### config.mk
export PLATFORM = sky130hd
export DESIGN_NAME = serial_shift_interface
export DESIGN_NICKNAME = d
export VERILOG_FILES = /design/src/hdl/serial_shift_pkg.sv /design/src/hdl/serial_shift_interface.sv
export VERILOG_INCLUDE_DIRS = /design/src /design/src/hdl
export SDC_FILE = /design/constraint.sdc
export NUM_CORES = 1
export LEC_CHECK = 0
export BUFFER_PORTS_ARGS = -buffer_cell sky130_fd_sc_hd__buf_2
export CORE_UTILIZATION = 52
export DETAILED_ROUTE_END_ITERATION = 7
export PLACE_DENSITY = 0.79
export SYNTH_ARGS = -nofsm -noshare
export SYNTH_HDL_FRONTEND = slang
export SYNTH_SLANG_ARGS = --single-unit
### constraint.sdc
create_clock -name clock -period 2.8 [get_ports clock]
set_input_delay 0.42 -clock clock [delete_from_list [all_inputs] [get_ports clock]]
set_output_delay 0.42 -clock clock [all_outputs]
set_load 0.01 [all_outputs]
### src/hdl/serial_shift_consts.svh
// register offsets, field positions and reset values of the serial shift block
`ifndef SERIAL_SHIFT_CONSTS_SVH
`define SERIAL_SHIFT_CONSTS_SVH
`define SSI_CTRL_ADDR 12'h028
`define SSI_STATUS_ADDR 12'h0ac
`define SSI_DATA_ADDR 12'h030
`define SSI_BUFFER_ADDR 12'h034
`define SSI_DIR_ADDR 12'h038
`define SSI_STATUS_INDEX 8'h2b
`define SSI_BIT_START 7
`define SSI_BIT_OVF 6
`define SSI_BIT_STOP 5
`define SSI_BIT_COLL 4
`define SSI_BIT_SIE 7
`define SSI_BIT_OIE 6
`define SSI_BIT_STROBE 1
`define SSI_BIT_TOGGLE 0
`define SSI_RESET_BYTE 8'h00
`define SSI_CNT_MAX 4'hf
`define SSI_RESP_OKAY 2'b00
`define SSI_RESP_SLVERR 2'b10
`endif

### src/hdl/serial_shift_pkg.sv
// types shared by the serial shift block
package serial_shift_pkg;
  typedef enum logic [1:0] {WIRE_OFF, WIRE_THREE, WIRE_TWO, WIRE_TWO_HOLD} wire_mode_e;
  typedef struct packed {
    logic startInterruptEnable;
    logic overflowInterruptEnable;
    logic [1:0] wireModeSelect;
    logic [1:0] clockSourceSelect;
  } control_s;
  typedef struct packed {
    logic dataOut;
    logic dataOutEn;
    logic clockOut;
    logic clockOutEn;
  } pins_s;
endpackage : serial_shift_pkg

### src/hdl/serial_shift_interface.sv
// serial shift interface with an axi4-lite register port
//
// The AXI4-Lite interface to the registers was chosen for this implementation.
`timescale 1ns/1ps
`include "serial_shift_consts.svh"
module serial_shift_interface (
  input wire logic clock,
  input wire logic rst_n,
  input wire logic [11:0] s_axi_awaddr,
  input wire logic s_axi_awvalid,
  output logic s_axi_awready,
  input wire logic [31:0] s_axi_wdata,
  input wire logic [3:0] s_axi_wstrb,
  input wire logic s_axi_wvalid,
  output logic s_axi_wready,
  output logic [1:0] s_axi_bresp,
  output logic s_axi_bvalid,
  input wire logic s_axi_bready,
  input wire logic [11:0] s_axi_araddr,
  input wire logic s_axi_arvalid,
  output logic s_axi_arready,
  output logic [31:0] s_axi_rdata,
  output logic [1:0] s_axi_rresp,
  output logic s_axi_rvalid,
  input wire logic s_axi_rready,
  input wire logic timerCompareMatch,
  input wire logic serialClockPinIn,
  input wire logic serialDataInPin,
  output serial_shift_pkg::pins_s pins,
  output logic startInterrupt,
  output logic overflowInterrupt,
  output logic startWakeup,
  output logic overflowWakeup
);
  import serial_shift_pkg::*;

  // *****************************************************************
  // *****************************************************************

  // *****************************************************************
  // input synchronisers
  // *****************************************************************
  logic [2:0] sckSync_q;
  logic [2:0] sdaSync_q;
  logic sckLevel_q;
  logic sdaLevel_q;
  logic dataInPrev_q;
  // no reset: the level flops follow these stages through reset instead
  always_ff @(posedge clock) begin
    sckSync_q <= {sckSync_q[1:0], serialClockPinIn};
    sdaSync_q <= {sdaSync_q[1:0], serialDataInPin};
  end
  // a change counts once stages two and three agree
  always_ff @(posedge clock) begin
    if (!rst_n) begin
      // idle level of the pins is unknown, so track them: no false edge at release
      sckLevel_q <= sckSync_q[2];
      sdaLevel_q <= sdaSync_q[2];
      dataInPrev_q <= 1'b0;
    end else begin
      if (sckSync_q[1] == sckSync_q[2]) sckLevel_q <= sckSync_q[2];
      if (sdaSync_q[1] == sdaSync_q[2]) sdaLevel_q <= sdaSync_q[2];
      dataInPrev_q <= sdaLevel_q;
    end
  end
  logic sckRise;
  logic sckFall;
  logic sckChange;
  logic sdaFall;
  logic sdaRise;
  assign sckChange = (sckSync_q[1] == sckSync_q[2]) && (sckSync_q[2] != sckLevel_q);
  assign sckRise = sckChange && sckSync_q[2];
  assign sckFall = sckChange && !sckSync_q[2];
  assign sdaRise = (sdaSync_q[1] == sdaSync_q[2]) && sdaSync_q[2] && !sdaLevel_q;
  assign sdaFall = (sdaSync_q[1] == sdaSync_q[2]) && !sdaSync_q[2] && sdaLevel_q;

  // *****************************************************************
  // axi4-lite slave
  // *****************************************************************
  logic [11:0] awAddr_q;
  logic awHeld_q;
  logic [7:0] wData_q;
  logic wHeld_q;
  logic wrFire;
  logic wrKnown;
  logic rdFire;
  assign wrFire = awHeld_q && wHeld_q && !s_axi_bvalid;
  assign rdFire = s_axi_arvalid && s_axi_arready;
  always_ff @(posedge clock) begin
    if (!rst_n) begin
      awHeld_q <= 1'b0;
      wHeld_q <= 1'b0;
      awAddr_q <= 12'h000;
      wData_q <= 8'h00;
      s_axi_awready <= 1'b0;
      s_axi_wready <= 1'b0;
      s_axi_bvalid <= 1'b0;
      s_axi_bresp <= `SSI_RESP_OKAY;
    end else begin
      s_axi_awready <= !awHeld_q && !(s_axi_awvalid && s_axi_awready);
      s_axi_wready <= !wHeld_q && !(s_axi_wvalid && s_axi_wready);
      if (s_axi_awvalid && s_axi_awready) begin
        awHeld_q <= 1'b1;
        awAddr_q <= s_axi_awaddr;
      end
      if (s_axi_wvalid && s_axi_wready) begin
        wHeld_q <= 1'b1;
        wData_q <= s_axi_wstrb[0] ? s_axi_wdata[7:0] : 8'h00;
      end
      if (wrFire) begin
        awHeld_q <= 1'b0;
        wHeld_q <= 1'b0;
        s_axi_bvalid <= 1'b1;
        s_axi_bresp <= wrKnown ? `SSI_RESP_OKAY : `SSI_RESP_SLVERR;
      end else if (s_axi_bvalid && s_axi_bready) begin
        s_axi_bvalid <= 1'b0;
      end
    end
  end
  logic wrCtrl;
  logic wrStatus;
  logic wrData;
  logic wrDir;
  always_comb begin
    wrCtrl = 1'b0;
    wrStatus = 1'b0;
    wrData = 1'b0;
    wrDir = 1'b0;
    if (awAddr_q == `SSI_CTRL_ADDR) wrCtrl = wrFire;
    else if (awAddr_q == `SSI_STATUS_ADDR) wrStatus = wrFire;
    else if (awAddr_q == `SSI_DATA_ADDR) wrData = wrFire;
    else if (awAddr_q == `SSI_DIR_ADDR) wrDir = wrFire;
  end
  assign wrKnown = (awAddr_q == `SSI_CTRL_ADDR) || (awAddr_q == `SSI_STATUS_ADDR) ||
    (awAddr_q == `SSI_DATA_ADDR) || (awAddr_q == `SSI_DIR_ADDR) || (awAddr_q == `SSI_BUFFER_ADDR);

  // *****************************************************************
  // control, direction and strobes
  // *****************************************************************
  control_s ctrl_q;
  logic clockStrobeBit_q;
  logic dataDir_q;
  logic clockDir_q;
  logic strobeWrite;
  logic toggleWrite;
  assign strobeWrite = wrCtrl && wData_q[`SSI_BIT_STROBE];
  assign toggleWrite = wrCtrl && wData_q[`SSI_BIT_TOGGLE];
  always_ff @(posedge clock) begin
    if (!rst_n) begin
      ctrl_q <= '0;
      clockStrobeBit_q <= 1'b0;
      dataDir_q <= 1'b0;
      clockDir_q <= 1'b0;
    end else begin
      if (wrCtrl) begin
        ctrl_q <= control_s'(wData_q[7:2]);
        clockStrobeBit_q <= wData_q[`SSI_BIT_STROBE];
      end
      if (wrDir) begin
        dataDir_q <= wData_q[0];
        clockDir_q <= wData_q[1];
      end
    end
  end

  // *****************************************************************
  // clock selection
  // *****************************************************************
  logic shiftTick;
  logic countTick;
  logic isExternal;
  assign isExternal = ctrl_q.clockSourceSelect[1];
  always_comb begin
    shiftTick = 1'b0;
    countTick = 1'b0;
    case (ctrl_q.clockSourceSelect)
      2'b00: begin
        shiftTick = strobeWrite;
        countTick = strobeWrite;
      end
      2'b01: begin
        shiftTick = timerCompareMatch;
        countTick = timerCompareMatch;
      end
      default: begin
        // external pin clocks even with wire mode off
        shiftTick = ctrl_q.clockSourceSelect[0] ? sckFall : sckRise;
        countTick = clockStrobeBit_q ? toggleWrite : sckChange;
      end
    endcase
  end

  // *****************************************************************
  // shift data, counter, buffer
  // *****************************************************************
  logic [7:0] shiftData_q;
  logic [7:0] buffer_q;
  logic [3:0] count_q;
  logic wrap;
  assign wrap = countTick && !wrStatus && (count_q == `SSI_CNT_MAX);
  always_ff @(posedge clock) begin
    if (!rst_n) begin
      shiftData_q <= `SSI_RESET_BYTE;
    end else if (wrData) begin
      shiftData_q <= wData_q;
    end else if (shiftTick) begin
      // strobe uses the bit sampled a cycle earlier
      shiftData_q <= {shiftData_q[6:0], dataInPrev_q};
    end
  end
  always_ff @(posedge clock) begin
    if (!rst_n) begin
      count_q <= 4'h0;
    end else if (wrStatus) begin
      count_q <= wData_q[3:0];
    end else if (countTick) begin
      count_q <= count_q + 4'h1;
    end
  end
  always_ff @(posedge clock) begin
    if (!rst_n) begin
      buffer_q <= `SSI_RESET_BYTE;
    end else if (wrap) begin
      // buffer takes the byte including the final shift
      buffer_q <= shiftTick && !wrData ? {shiftData_q[6:0], dataInPrev_q} : shiftData_q;
    end
  end

  // *****************************************************************
  // start, stop and overflow flags
  // *****************************************************************
  logic startFlag_q;
  logic overflowFlag_q;
  logic stopFlag_q;
  logic twoWire;
  logic startEvent;
  logic stopEvent;
  assign twoWire = ctrl_q.wireModeSelect[1];
  assign startEvent = twoWire ? (sdaFall && sckLevel_q) : sckChange;
  assign stopEvent = twoWire && sdaRise && sckLevel_q;
  // set wins over a clear in the same cycle
  always_ff @(posedge clock) begin
    if (!rst_n) begin
      startFlag_q <= 1'b0;
      overflowFlag_q <= 1'b0;
      stopFlag_q <= 1'b0;
    end else begin
      if (startEvent) startFlag_q <= 1'b1;
      else if (wrStatus && wData_q[`SSI_BIT_START]) startFlag_q <= 1'b0;
      if (wrap) overflowFlag_q <= 1'b1;
      else if (wrStatus && wData_q[`SSI_BIT_OVF]) overflowFlag_q <= 1'b0;
      if (stopEvent) stopFlag_q <= 1'b1;
      else if (wrStatus && wData_q[`SSI_BIT_STOP]) stopFlag_q <= 1'b0;
    end
  end
  // interrupt lines carry the flag ANDed with its enable bit; global enable sits in the cpu core
  always_ff @(posedge clock) begin
    if (!rst_n) begin
      startInterrupt <= 1'b0;
      overflowInterrupt <= 1'b0;
      startWakeup <= 1'b0;
      overflowWakeup <= 1'b0;
    end else begin
      startInterrupt <= startFlag_q && ctrl_q.startInterruptEnable;
      overflowInterrupt <= overflowFlag_q && ctrl_q.overflowInterruptEnable;
      startWakeup <= startFlag_q && ctrl_q.startInterruptEnable;
      overflowWakeup <= overflowFlag_q && ctrl_q.overflowInterruptEnable;
    end
  end

  // *****************************************************************
  // output latch and pins
  // *****************************************************************
  logic clockPort_q;
  logic dataLatch_q;
  logic latchOpen;
  logic nextMsb;
  logic holdLow;
  always_comb begin
    nextMsb = shiftData_q[7];
    if (wrData) nextMsb = wData_q[7];
    else if (shiftTick) nextMsb = shiftData_q[6];
  end
  // external: open in the half-cycle before the sampling edge, shut from that edge on
  assign latchOpen = !isExternal || (sckLevel_q == ctrl_q.clockSourceSelect[0] && !shiftTick);
  assign holdLow = twoWire && ((startFlag_q && clockDir_q) ||
    (ctrl_q.wireModeSelect == 2'(WIRE_TWO_HOLD) && overflowFlag_q));
  always_ff @(posedge clock) begin
    if (!rst_n) begin
      clockPort_q <= 1'b0;
      dataLatch_q <= 1'b0;
    end else begin
      if (toggleWrite) clockPort_q <= !clockPort_q;
      if (latchOpen) dataLatch_q <= nextMsb;
    end
  end
  always_ff @(posedge clock) begin
    if (!rst_n) begin
      pins <= '0;
    end else begin
      pins.dataOut <= twoWire ? 1'b0 : dataLatch_q;
      pins.dataOutEn <= ctrl_q.wireModeSelect == 2'(WIRE_OFF) ? 1'b0 :
        (twoWire ? dataDir_q && !dataLatch_q : dataDir_q);
      pins.clockOut <= twoWire ? 1'b0 : clockPort_q;
      pins.clockOutEn <= twoWire ? clockDir_q && (holdLow || !clockPort_q) : clockDir_q;
    end
  end

  // *****************************************************************
  // read path
  // *****************************************************************
  logic [7:0] rdByte;
  logic rdKnown;
  logic collision;
  assign collision = shiftData_q[7] != sdaLevel_q;
  always_comb begin
    rdByte = 8'h00;
    rdKnown = 1'b1;
    if (s_axi_araddr == `SSI_CTRL_ADDR) rdByte = {ctrl_q, 2'b00};
    else if (s_axi_araddr == `SSI_STATUS_ADDR) rdByte = {startFlag_q, overflowFlag_q, stopFlag_q, collision, count_q};
    else if (s_axi_araddr == `SSI_DATA_ADDR) rdByte = shiftData_q;
    else if (s_axi_araddr == `SSI_BUFFER_ADDR) rdByte = buffer_q;
    else if (s_axi_araddr == `SSI_DIR_ADDR) rdByte = {6'h00, clockDir_q, dataDir_q};
    else rdKnown = 1'b0;
  end
  always_ff @(posedge clock) begin
    if (!rst_n) begin
      s_axi_arready <= 1'b0;
      s_axi_rvalid <= 1'b0;
      s_axi_rdata <= 32'h00000000;
      s_axi_rresp <= `SSI_RESP_OKAY;
    end else begin
      s_axi_arready <= !s_axi_rvalid && !rdFire;
      if (rdFire) begin
        s_axi_rvalid <= 1'b1;
        s_axi_rdata <= {24'h000000, rdByte};
        s_axi_rresp <= rdKnown ? `SSI_RESP_OKAY : `SSI_RESP_SLVERR;
      end else if (s_axi_rvalid && s_axi_rready) begin
        s_axi_rvalid <= 1'b0;
      end
    end
  end

  // *****************************************************************
  // assertions
  // *****************************************************************
  a_idle_no_clock: assert property (@(posedge clock) disable iff (!rst_n)
    (ctrl_q.clockSourceSelect == 2'b00 && !strobeWrite && !wrStatus) |=> $stable(count_q))
    else $error("counter moved with no clock source");
  a_timer_counts: assert property (@(posedge clock) disable iff (!rst_n)
    (ctrl_q.clockSourceSelect == 2'b01 && timerCompareMatch && !wrStatus) |=> count_q == $past(count_q) + 4'h1)
    else $error("timer match did not step counter");
  a_strobe_shift: assert property (@(posedge clock) disable iff (!rst_n)
    (strobeWrite && ctrl_q.clockSourceSelect == 2'b00 && !wrData) |=> shiftData_q == {$past(shiftData_q[6:0]), $past(dataInPrev_q)})
    else $error("strobe shift wrong");
  a_write_beats_shift: assert property (@(posedge clock) disable iff (!rst_n)
    wrData |=> shiftData_q == $past(wData_q))
    else $error("written data lost to shift");
  a_wrap_sets_flag: assert property (@(posedge clock) disable iff (!rst_n)
    wrap |=> overflowFlag_q && count_q == 4'h0)
    else $error("wrap did not set overflow");
  a_toggle_inverts: assert property (@(posedge clock) disable iff (!rst_n)
    toggleWrite |=> clockPort_q != $past(clockPort_q))
    else $error("toggle did not invert clock port");
  a_start_sticky: assert property (@(posedge clock) disable iff (!rst_n)
    (startFlag_q && !(wrStatus && wData_q[`SSI_BIT_START])) |=> startFlag_q)
    else $error("start flag dropped without clear");
  a_strobe_reads_zero: assert property (@(posedge clock) disable iff (!rst_n)
    (rdFire && s_axi_araddr == `SSI_CTRL_ADDR) |=> s_axi_rdata[1:0] == 2'b00)
    else $error("strobe bits read nonzero");
endmodule : serial_shift_interface

==> results.yml, run 1 <==
pwr:
  power_frac_clock_pct: 39.0
  comb_power_share_pct: 7.3
  power_frac_seq_pct: 53.7
  p_sw_share_pct: 23.9
  p_leak_nw: 1.83
  switching_power_mw: 0.576
  power.total_mw: 2.41
  powerDensity_nw_per_um2: 535
  p_int_mw: 1.83
  vdd_drop_max_mv: 0.353
clock_network:
  clk_latency_ns: 0.36
  h-tree-depth: 3
  cts_tree: "done"
  ctsResizeCount: 0
  postCtsSetupBuffers: 0
  path_clk_slew_ns: 0.09
  holdBufCountCts: 0
  cts_num_sinks: 86
  cts_buffer_depth: 2
  numCtsBuffers: 9
  cts_root_buffer: "clkbuf_8"
layout:
  final_common_cell: "nand2_1"
  drive_gt1_share_pct: 18.4
  diodes: 0
  num-nets-final: 591
  syn_to_final_growth_pct: 12.7
  layout_common_cells: "88 x nand2_1, 84 x dfxtp_1, 65 x buf_2, 33 x a21boi_0, 32 x o21ai_0"
  utilization_pct: 61.5
setup_path:
  required_ns: 3.08
  worstPathMaxFanout: 19
  worst_setup_path_start_kind: "register"
  crit_type: "reg -> reg"
  endpoint_kind: "register"
  cp.arrival_ns: 2.69
timing:
  finalHoldViolCount: 0
  drv_slew: 0
  worstMarginPinSlew_ns: 0.556
  slew_headroom_pct: 62.5
  setup_violations: 0
  rsz0062_at_grt: "no"
  timing.fmax_mhz: 415
  setup-tns-final_ns: 0
  fin_worst_skew_ns: 0.0131
  period_needed_ns: 2.41
  post-route-period-util_pct: 86.1
floorplan:
  die_area_um2: 8050
  num_rows: 31
  start_util_pct: 54.5
  die_x_um: 89.7
  fp.dieH_um: 89.7
  core_um2: 7330
  ioPinCount: 119
global_route:
  antenna_found_initial: 0
  grt_max_degree: 33
  overflow: 0
  grt_pass1_vias: 3030
  grt_usage_pct: 22.1
  grt_pass1_wl_um: 13500
place:
  gp_congestion: 0.854
  portBuffers: 65
  dp_hpwl_um: 6180
yosys:
  synthFlopType: "dfxtp_1"
  ys_seq_area_share_pct: 43.6
  yosys_warnings: 0
  async_flop_share_pct: 0
  synth_area_leaders: "dfxtp_1 42%, nand2_1 8.3%, a21boi_0 6.2%"
  yosys_register_bits: 86
  synth_cell_types: 51
  synth_area_um2: 4000
  avgSynthCellArea_um2: 8.67
  post-synth-top-area-cell: "dfxtp_1"
  synth_edf_count: 2
  syn_inst: 461
  yosys.area.top_type_share_pct: 42.1
hold_path:
  hold_class: "in -> reg"
detailed_routing:
  drc_errors: 0
  dr.pass1.iters: 4
  ant_nets: 0
  drtIter0Drc: 211
  vias: 3334
  wl_per_cell_um: 13.3
  drt_wl_total_um: 8290
  via_per_inst: 5.36
outcome:
  status: "complete, no violations"
flow_run:
  maxCapViolations: 0
[synthesized netlist by cell type (all sizes together) (8+ instances only)]
library cell,n
and2,8
dfxtp,84
clkbuf,19
nand3,13
o21ai,32
a31oi,10
buf,33
a21oi,16
mux2i,20
nor2,18
nand2,89
a21boi,33
nor2b,8
[registers in the layout (all words and copies together), names as in the netlist, 3 cells and up]
register / cells
awAddr_q: 12
buffer_q: 8
s_axi_rdata: 8
shiftData_q: 8
wData_q: 8
ctrl_q: 6
count_q: 4
pins: 4
sckSync_q: 3
sdaSync_q: 3
[power groups by stage]
stage / combinational (mW) / clock, mW / sequential [mW]
after global placement: 0.170 / 0 / 1.32
after floorplan: 0.137 / 0 / 1.32
after CTS: 0.177 / 0.971 / 1.29
after detailed placement: 0.176 / 0 / 1.32
final: 0.176 / 0.939 / 1.29
after global routing: 0.199 / 1.02 / 1.30
[through the flow]
stage	setup slack, ns	hold WS, ns	instance area [µm²]	std cells
after detailed placement	0.405	0.314	4280	606
after CTS	0.394	0.135	4510	622
after floorplan	0.511	0.310	4090	486
after global routing	0.311	0.142	4510	622
after global placement	0.444	0.313	4280	606
final	0.388	0.156	4510	622
[per-layer routing]
layer / vias up / track usage (%) / part of all wire, %
met5: - / 0 / 0
met4: 0 / 11.3 / 2.4
met3: 16 / 3.56 / 5.5
met2: 108 / 37.9 / 48
met1: 1535 / 26.9 / 44
li1: 1675 / - / -
[final cells by class]
type | instances | area (µm²)
multi-input cells | 343 | 2010
clock inverters | 5 | 61.3
repair buffers | 73 | 385
flip-flops and latches | 86 | 1740
clock buffers | 11 | 163
well taps | 99 | 124
inverters | 5 | 18.8
fillers | 682 | 2830
[path summary, 6_finish.rpt]
path                                       start      endpoint  slack [ns]  cells past startpoint
worst max register to register      awAddr_q[11]   dataLatch_q        0.39                      7
worst max-delay path                awAddr_q[11]   dataLatch_q        0.39                      7
worst min-delay path            serialClockPinIn  sckSync_q[0]        0.16                      1
worst min register to register      sdaSync_q[0]  sdaSync_q[1]        0.33                      0
[worst max-delay path: stages (launching register included)]
cell and delay [ns]:
dfxtp_1 0.33, or4b_1 0.53, or4_4 0.45, or3_1 0.35, buf_4 0.21, nand2_8 0.12
nor2_1 0.07, o32ai_2 0.27
[logic make-up after synthesis]
logic type               count (synthesis)  share of synthesized area [%]
flip-flops                              86                           43.6
AO/OA/AOI/OAI                          116                           19.4
buffers and inverters                   57                           8.48
XOR/XNOR                                 4                          0.876
multiplexers                            20                           5.01
AND/OR/NAND/NOR                        174                           21.7
adder cells (fa/ha/maj)                  3                          0.939
other                                    1                         0.0938
No activity file was read; power rests on OpenSTA's default activity.
==> run 2: changes to the inputs <==
--- a/config.mk
+++ b/config.mk
@@ -10,6 +10,7 @@
 export CORE_UTILIZATION = 52
 export DETAILED_ROUTE_END_ITERATION = 7
 export PLACE_DENSITY = 0.79
+export REMOVE_ABC_BUFFERS = 1
 export SYNTH_ARGS = -nofsm -noshare
 export SYNTH_HDL_FRONTEND = slang
 export SYNTH_SLANG_ARGS = --single-unit
==> run 2 against run 1 <==
Combinational power about the same. Flip-flop and latch count stayed put. Clock skew is 0.0023 ns lower. Die area unchanged. Largest power group unchanged. Non-clock buffer count rose by 1. Largest cell class unchanged. Cell count is 0.16% higher. First-iteration DRC count down 22%. Via count rose by 0.18%. Highest routed layer unchanged. Register-to-register slack got worse by 0.19 ns. Critical endpoint unchanged.
==> results.yml, run 2 (synthesis results as in run 1) <==
floorplan:
  fp.dieH_um: 89.7
  num_rows: 31
  ioPinCount: 119
  core_um2: 7330
  die_area_um2: 8050
  start_util_pct: 54.5
  die_x_um: 89.7
layout:
  num-nets-final: 592
  drive_gt1_share_pct: 18.3
  largest_reg_flops: 12
  multiInputGateArea_um2: 2010
  final_common_cell: "nand2_1"
  design_area_um2: 4460
  diodes: 0
  stdcell_count: 623
  regArea_um2: 1740
  layout_common_cells: "88 x nand2_1, 84 x dfxtp_1, 65 x buf_2, 33 x a21boi_0, 32 x o21ai_0"
  syn_to_final_growth_pct: 11.6
  top_register: "awAddr_q"
  fillers: 674
pwr:
  switching_power_mw: 0.589
  power_frac_seq_pct: 57.3
  powerDensity_nw_per_um2: 505
  comb_power_share_pct: 7.9
  p_int_mw: 1.67
  power_frac_clock_pct: 34.8
  p_sw_share_pct: 26.1
  power.total_mw: 2.26
  vdd_drop_max_mv: 0.357
  p_leak_nw: 1.81
setup_path:
  endpoint_kind: "register"
  cp.arrival_ns: 2.88
  crit_type: "reg -> reg"
  worstPathMaxFanout: 15
  worst_setup_path_start_kind: "register"
  required_ns: 3.08
detailed_routing:
  wl_per_cell_um: 13.4
  drt_wl_total_um: 8350
  drc_errors: 0
  vias: 3340
  drtIter0Drc: 165
  ant_nets: 0
  dr.pass1.iters: 4
  via_per_inst: 5.36
place:
  portBuffers: 65
  dp_hpwl_um: 6090
  placed_area_um2: 4290
  gp_congestion: 0.783
  place_inst: 607
global_route:
  grt_usage_pct: 22.7
  overflow: 0
  grt_pass1_vias: 3042
  antenna_found_initial: 0
  grt_pass1_wl_um: 13700
  grt_max_degree: 45
timing:
  setup_violations: 0
  slew_headroom_pct: 55.4
  rsz0062_at_grt: "no"
  drv_slew: 0
  fin_worst_skew_ns: 0.0107
  hold-worst-slack_ns: 0.156
  post-route-period-util_pct: 92.9
  setup-tns-final_ns: 0
  timing.fmax_mhz: 385
  finalHoldViolCount: 0
  worstMarginPinSlew_ns: 0.670
  period_needed_ns: 2.60
clock_network:
  path_clk_slew_ns: 0.09
  holdBufCountCts: 0
  cts_root_buffer: "clkbuf_8"
  h-tree-depth: 3
  numCtsBuffers: 9
  cts_num_sinks: 86
  postCtsSetupBuffers: 0
  ctsResizeCount: 0
  clk_latency_ns: 0.37
  cts_tree: "done"
  cts_buffer_depth: 2
flow_run:
  maxCapViolations: 0
hold_path:
  hold_class: "in -> reg"
outcome:
  status: "complete, no violations"
==> run 2: layer usage <==
metal | global-route usage (%) | up-vias | part of all wire [%]
met4 | 9.96 | 0 | 1.6
met5 | 0 | - | 0
met3 | 5.12 | 13 | 5.6
met1 | 29.7 | 1536 | 48
met2 | 36.0 | 111 | 45
li1 | - | 1680 | -
==> run 2: power by group through the flow <==
stage / logic, mW / clock network [mW] / registers (mW)
6_report: 0.178 / 0.784 / 1.29
5_1_grt: 0.205 / 0.858 / 1.30
4_1_cts: 0.178 / 0.799 / 1.29
3_5_place_dp: 0.177 / 0 / 1.32
3_3_place_gp: 0.172 / 0 / 1.32
2_1_floorplan: 0.0919 / 0 / 1.32
==> run 2: final timing paths <==
check / startpoint / to / slack [ns] / cells after the start
min: serialDataInPin / sdaSync_q[0] / 0.16 / 1
max: awAddr_q[11] / dataLatch_q / 0.20 / 6
min reg2reg: sckSync_q[0] / sckSync_q[1] / 0.33 / 0
max reg2reg: awAddr_q[11] / dataLatch_q / 0.20 / 6
==> run 2: critical path: stages, from the launching register on <==
cell	delay, ns
dfxtp_1	0.33
or4b_1	0.55
or4_4	0.46
or3_1	0.61
nand2_8	0.20
nor2_1	0.09
o32ai_2	0.27
==> run 2: area by class of cell <==
cell class | count | share of cell area [%]
clock buffer | 10 | 2.86
clock inverter | 6 | 1.01
inverter | 5 | 0.421
multi-input combinational | 343 | 45.1
sequential | 86 | 39.0
tap | 99 | 2.78
timing repair buffer | 74 | 8.81
==> run 2: metrics by stage <==
stage               utilization (%)  worst slack, ns
floorplan                         -            0.349
global placement               58.5            0.261
detailed placement             58.5            0.216
CTS                            60.9            0.186
global route                   60.9            0.114
finish                         60.9            0.199
==> run 3: changes to the inputs <==
--- a/config.mk
+++ b/config.mk
@@ -7,8 +7,10 @@
 export NUM_CORES = 1
 export LEC_CHECK = 0
 export BUFFER_PORTS_ARGS = -buffer_cell sky130_fd_sc_hd__buf_2
+export CORE_ASPECT_RATIO = 0.7
 export CORE_UTILIZATION = 52
 export DETAILED_ROUTE_END_ITERATION = 7
+export MAX_ROUTING_LAYER = met4
 export PLACE_DENSITY = 0.79
 export REMOVE_ABC_BUFFERS = 1
 export SYNTH_ARGS = -nofsm -noshare
==> run 3 against run 2 <==
Non-clock buffer count stayed put. Clock skew down 0.0038 ns. Critical path depth increased by 1. Cell count is 0.16% lower. Clock power is 25% higher. Largest cell class unchanged. Largest power group unchanged. Global-route usage increased by 1.6 points. Utilization grew 0.25 points. Clock-buffer cell count rose by 2. Critical endpoint unchanged. Power increased by 8.9%. Die area about the same. Hold slack improved by 0.0091 ns. Cell area up 1.1%.
==> results.yml, run 3 (synthesis results as in run 1) <==
outcome:
  status: "complete, no violations"
place:
  portBuffers: 65
  place_inst: 606
  gp_congestion: 0.901
  dp_hpwl_um: 6610
  placed_area_um2: 4290
setup_path:
  reg2reg_from: "awAddr_q[11]"
  rr_worst_depth: 7
  endpoint: "dataLatch_q"
  r2r_end: "dataLatch_q"
  required_ns: 3.06
  crit_type: "reg -> reg"
  cp.arrival_ns: 2.71
  worst_setup_path_start_kind: "register"
  critPathLaunch: "awAddr_q[11]"
  reg2reg_slack_ns: 0.36
  endpoint_kind: "register"
  worstPathMaxFanout: 19
timing:
  setup-tns-final_ns: 0
  drv_slew: 0
  timing.fmax_mhz: 409
  rsz0062_at_grt: "no"
  slew_headroom_pct: 53.9
  hold-worst-slack_ns: 0.165
  finalHoldViolCount: 0
  worstMarginPinSlew_ns: 0.692
  post-route-period-util_pct: 87.3
  period_needed_ns: 2.44
  fin_worst_skew_ns: 0.00696
  setup_violations: 0
pwr:
  powerDensity_nw_per_um2: 544
  power_frac_seq_pct: 52.7
  vdd_drop_max_mv: 0.320
  comb_power_share_pct: 7.3
  switching_power_mw: 0.570
  p_leak_nw: 1.84
  power.total_mw: 2.46
  p_sw_share_pct: 23.2
  power_frac_clock_pct: 40.0
  p_int_mw: 1.89
floorplan:
  die_area_um2: 8050
  ioPinCount: 119
  start_util_pct: 54.2
  fp.dieH_um: 75.4
  num_rows: 26
  die_x_um: 107
  core_um2: 7380
detailed_routing:
  drc_errors: 0
  via_per_inst: 5.51
  vias: 3428
  dr.pass1.iters: 5
  wl_per_cell_um: 14.6
  drt_wl_total_um: 9110
  ant_nets: 0
  drtIter0Drc: 216
global_route:
  grt_usage_pct: 24.2
  grt_pass1_vias: 3109
  antenna_found_initial: 0
  overflow: 0
  grt_max_degree: 46
  grt_pass1_wl_um: 14500
clock_network:
  postCtsSetupBuffers: 0
  holdBufCountCts: 0
  cts_root_buffer: "clkbuf_8"
  ctsResizeCount: 0
  h-tree-depth: 3
  path_clk_slew_ns: 0.08
  cts_tree: "done"
  cts_num_sinks: 86
  numCtsBuffers: 9
  cts_buffer_depth: 2
  clk_latency_ns: 0.35
layout:
  layout_common_cells: "88 x nand2_1, 84 x dfxtp_1, 65 x buf_2, 33 x a21boi_0, 32 x o21ai_0"
  stdcell_count: 622
  num-nets-final: 592
  syn_to_final_growth_pct: 12.9
  diodes: 0
  drive_gt1_share_pct: 18.3
  design_area_um2: 4510
  largest_reg_flops: 12
  final_common_cell: "nand2_1"
  top_register: "awAddr_q"
flow_run:
  maxCapViolations: 0
hold_path:
  hold_class: "in -> reg"
## run 3: layout make-up
type	instances	area, µm²
Clock buffer	12	155
Clock inverter	4	70.1
Fill cell	666	2870
Inverter	5	18.8
Multi-Input combinational cell	343	2010
Sequential cell	86	1740
Tap cell	98	123
Timing Repair Buffer	74	393
## run 3: worst min-delay path by stage
stage	from	endpoint	slack, ns	cells after the start
2_1_floorplan	sckSync_q[0]	sckSync_q[1]	0.31	0
3_3_place_gp	sdaSync_q[0]	sdaSync_q[1]	0.31	0
3_5_place_dp	sdaSync_q[0]	sdaSync_q[1]	0.31	0
4_1_cts	serialDataInPin	sdaSync_q[0]	0.15	1
5_1_grt	serialDataInPin	sdaSync_q[0]	0.15	1
6_report	serialClockPinIn	sckSync_q[0]	0.17	1
## run 3: power groups by stage
stage	Combinational (mW)	Clock (mW)	Sequential [mW]
floorplan	0.0919	0	1.32
global placement	0.172	0	1.32
detailed placement	0.179	0	1.32
CTS	0.180	0.995	1.29
global route	0.202	1.05	1.30
finish	0.180	0.982	1.29
## run 3: worst max-delay path: stages, from the launching register on
cell and delay (ns):
dfxtp_1 0.33, or4b_1 0.56, or4_4 0.45, or3_1 0.36, buf_4 0.21, nand2_8 0.11, nor2_1 0.07, o32ai_2 0.26
## run 3: stage by stage
stage,setup slack [ns],utilization (%)
global placement,0.437,58.1
floorplan,0.349,-
global route,0.263,61.1
finish,0.356,61.1
detailed placement,0.377,58.1
CTS,0.359,61.1
## run 3: metal layers
metal  global-route usage (%)  vias up  part of all wire, %
met4                     8.22        0                  1.3
li1                         -     1673                    -
met1                     29.9     1587                   45
met5                        -        -                    0
met3                     6.42       15                  8.3
met2                     39.1      153                   45
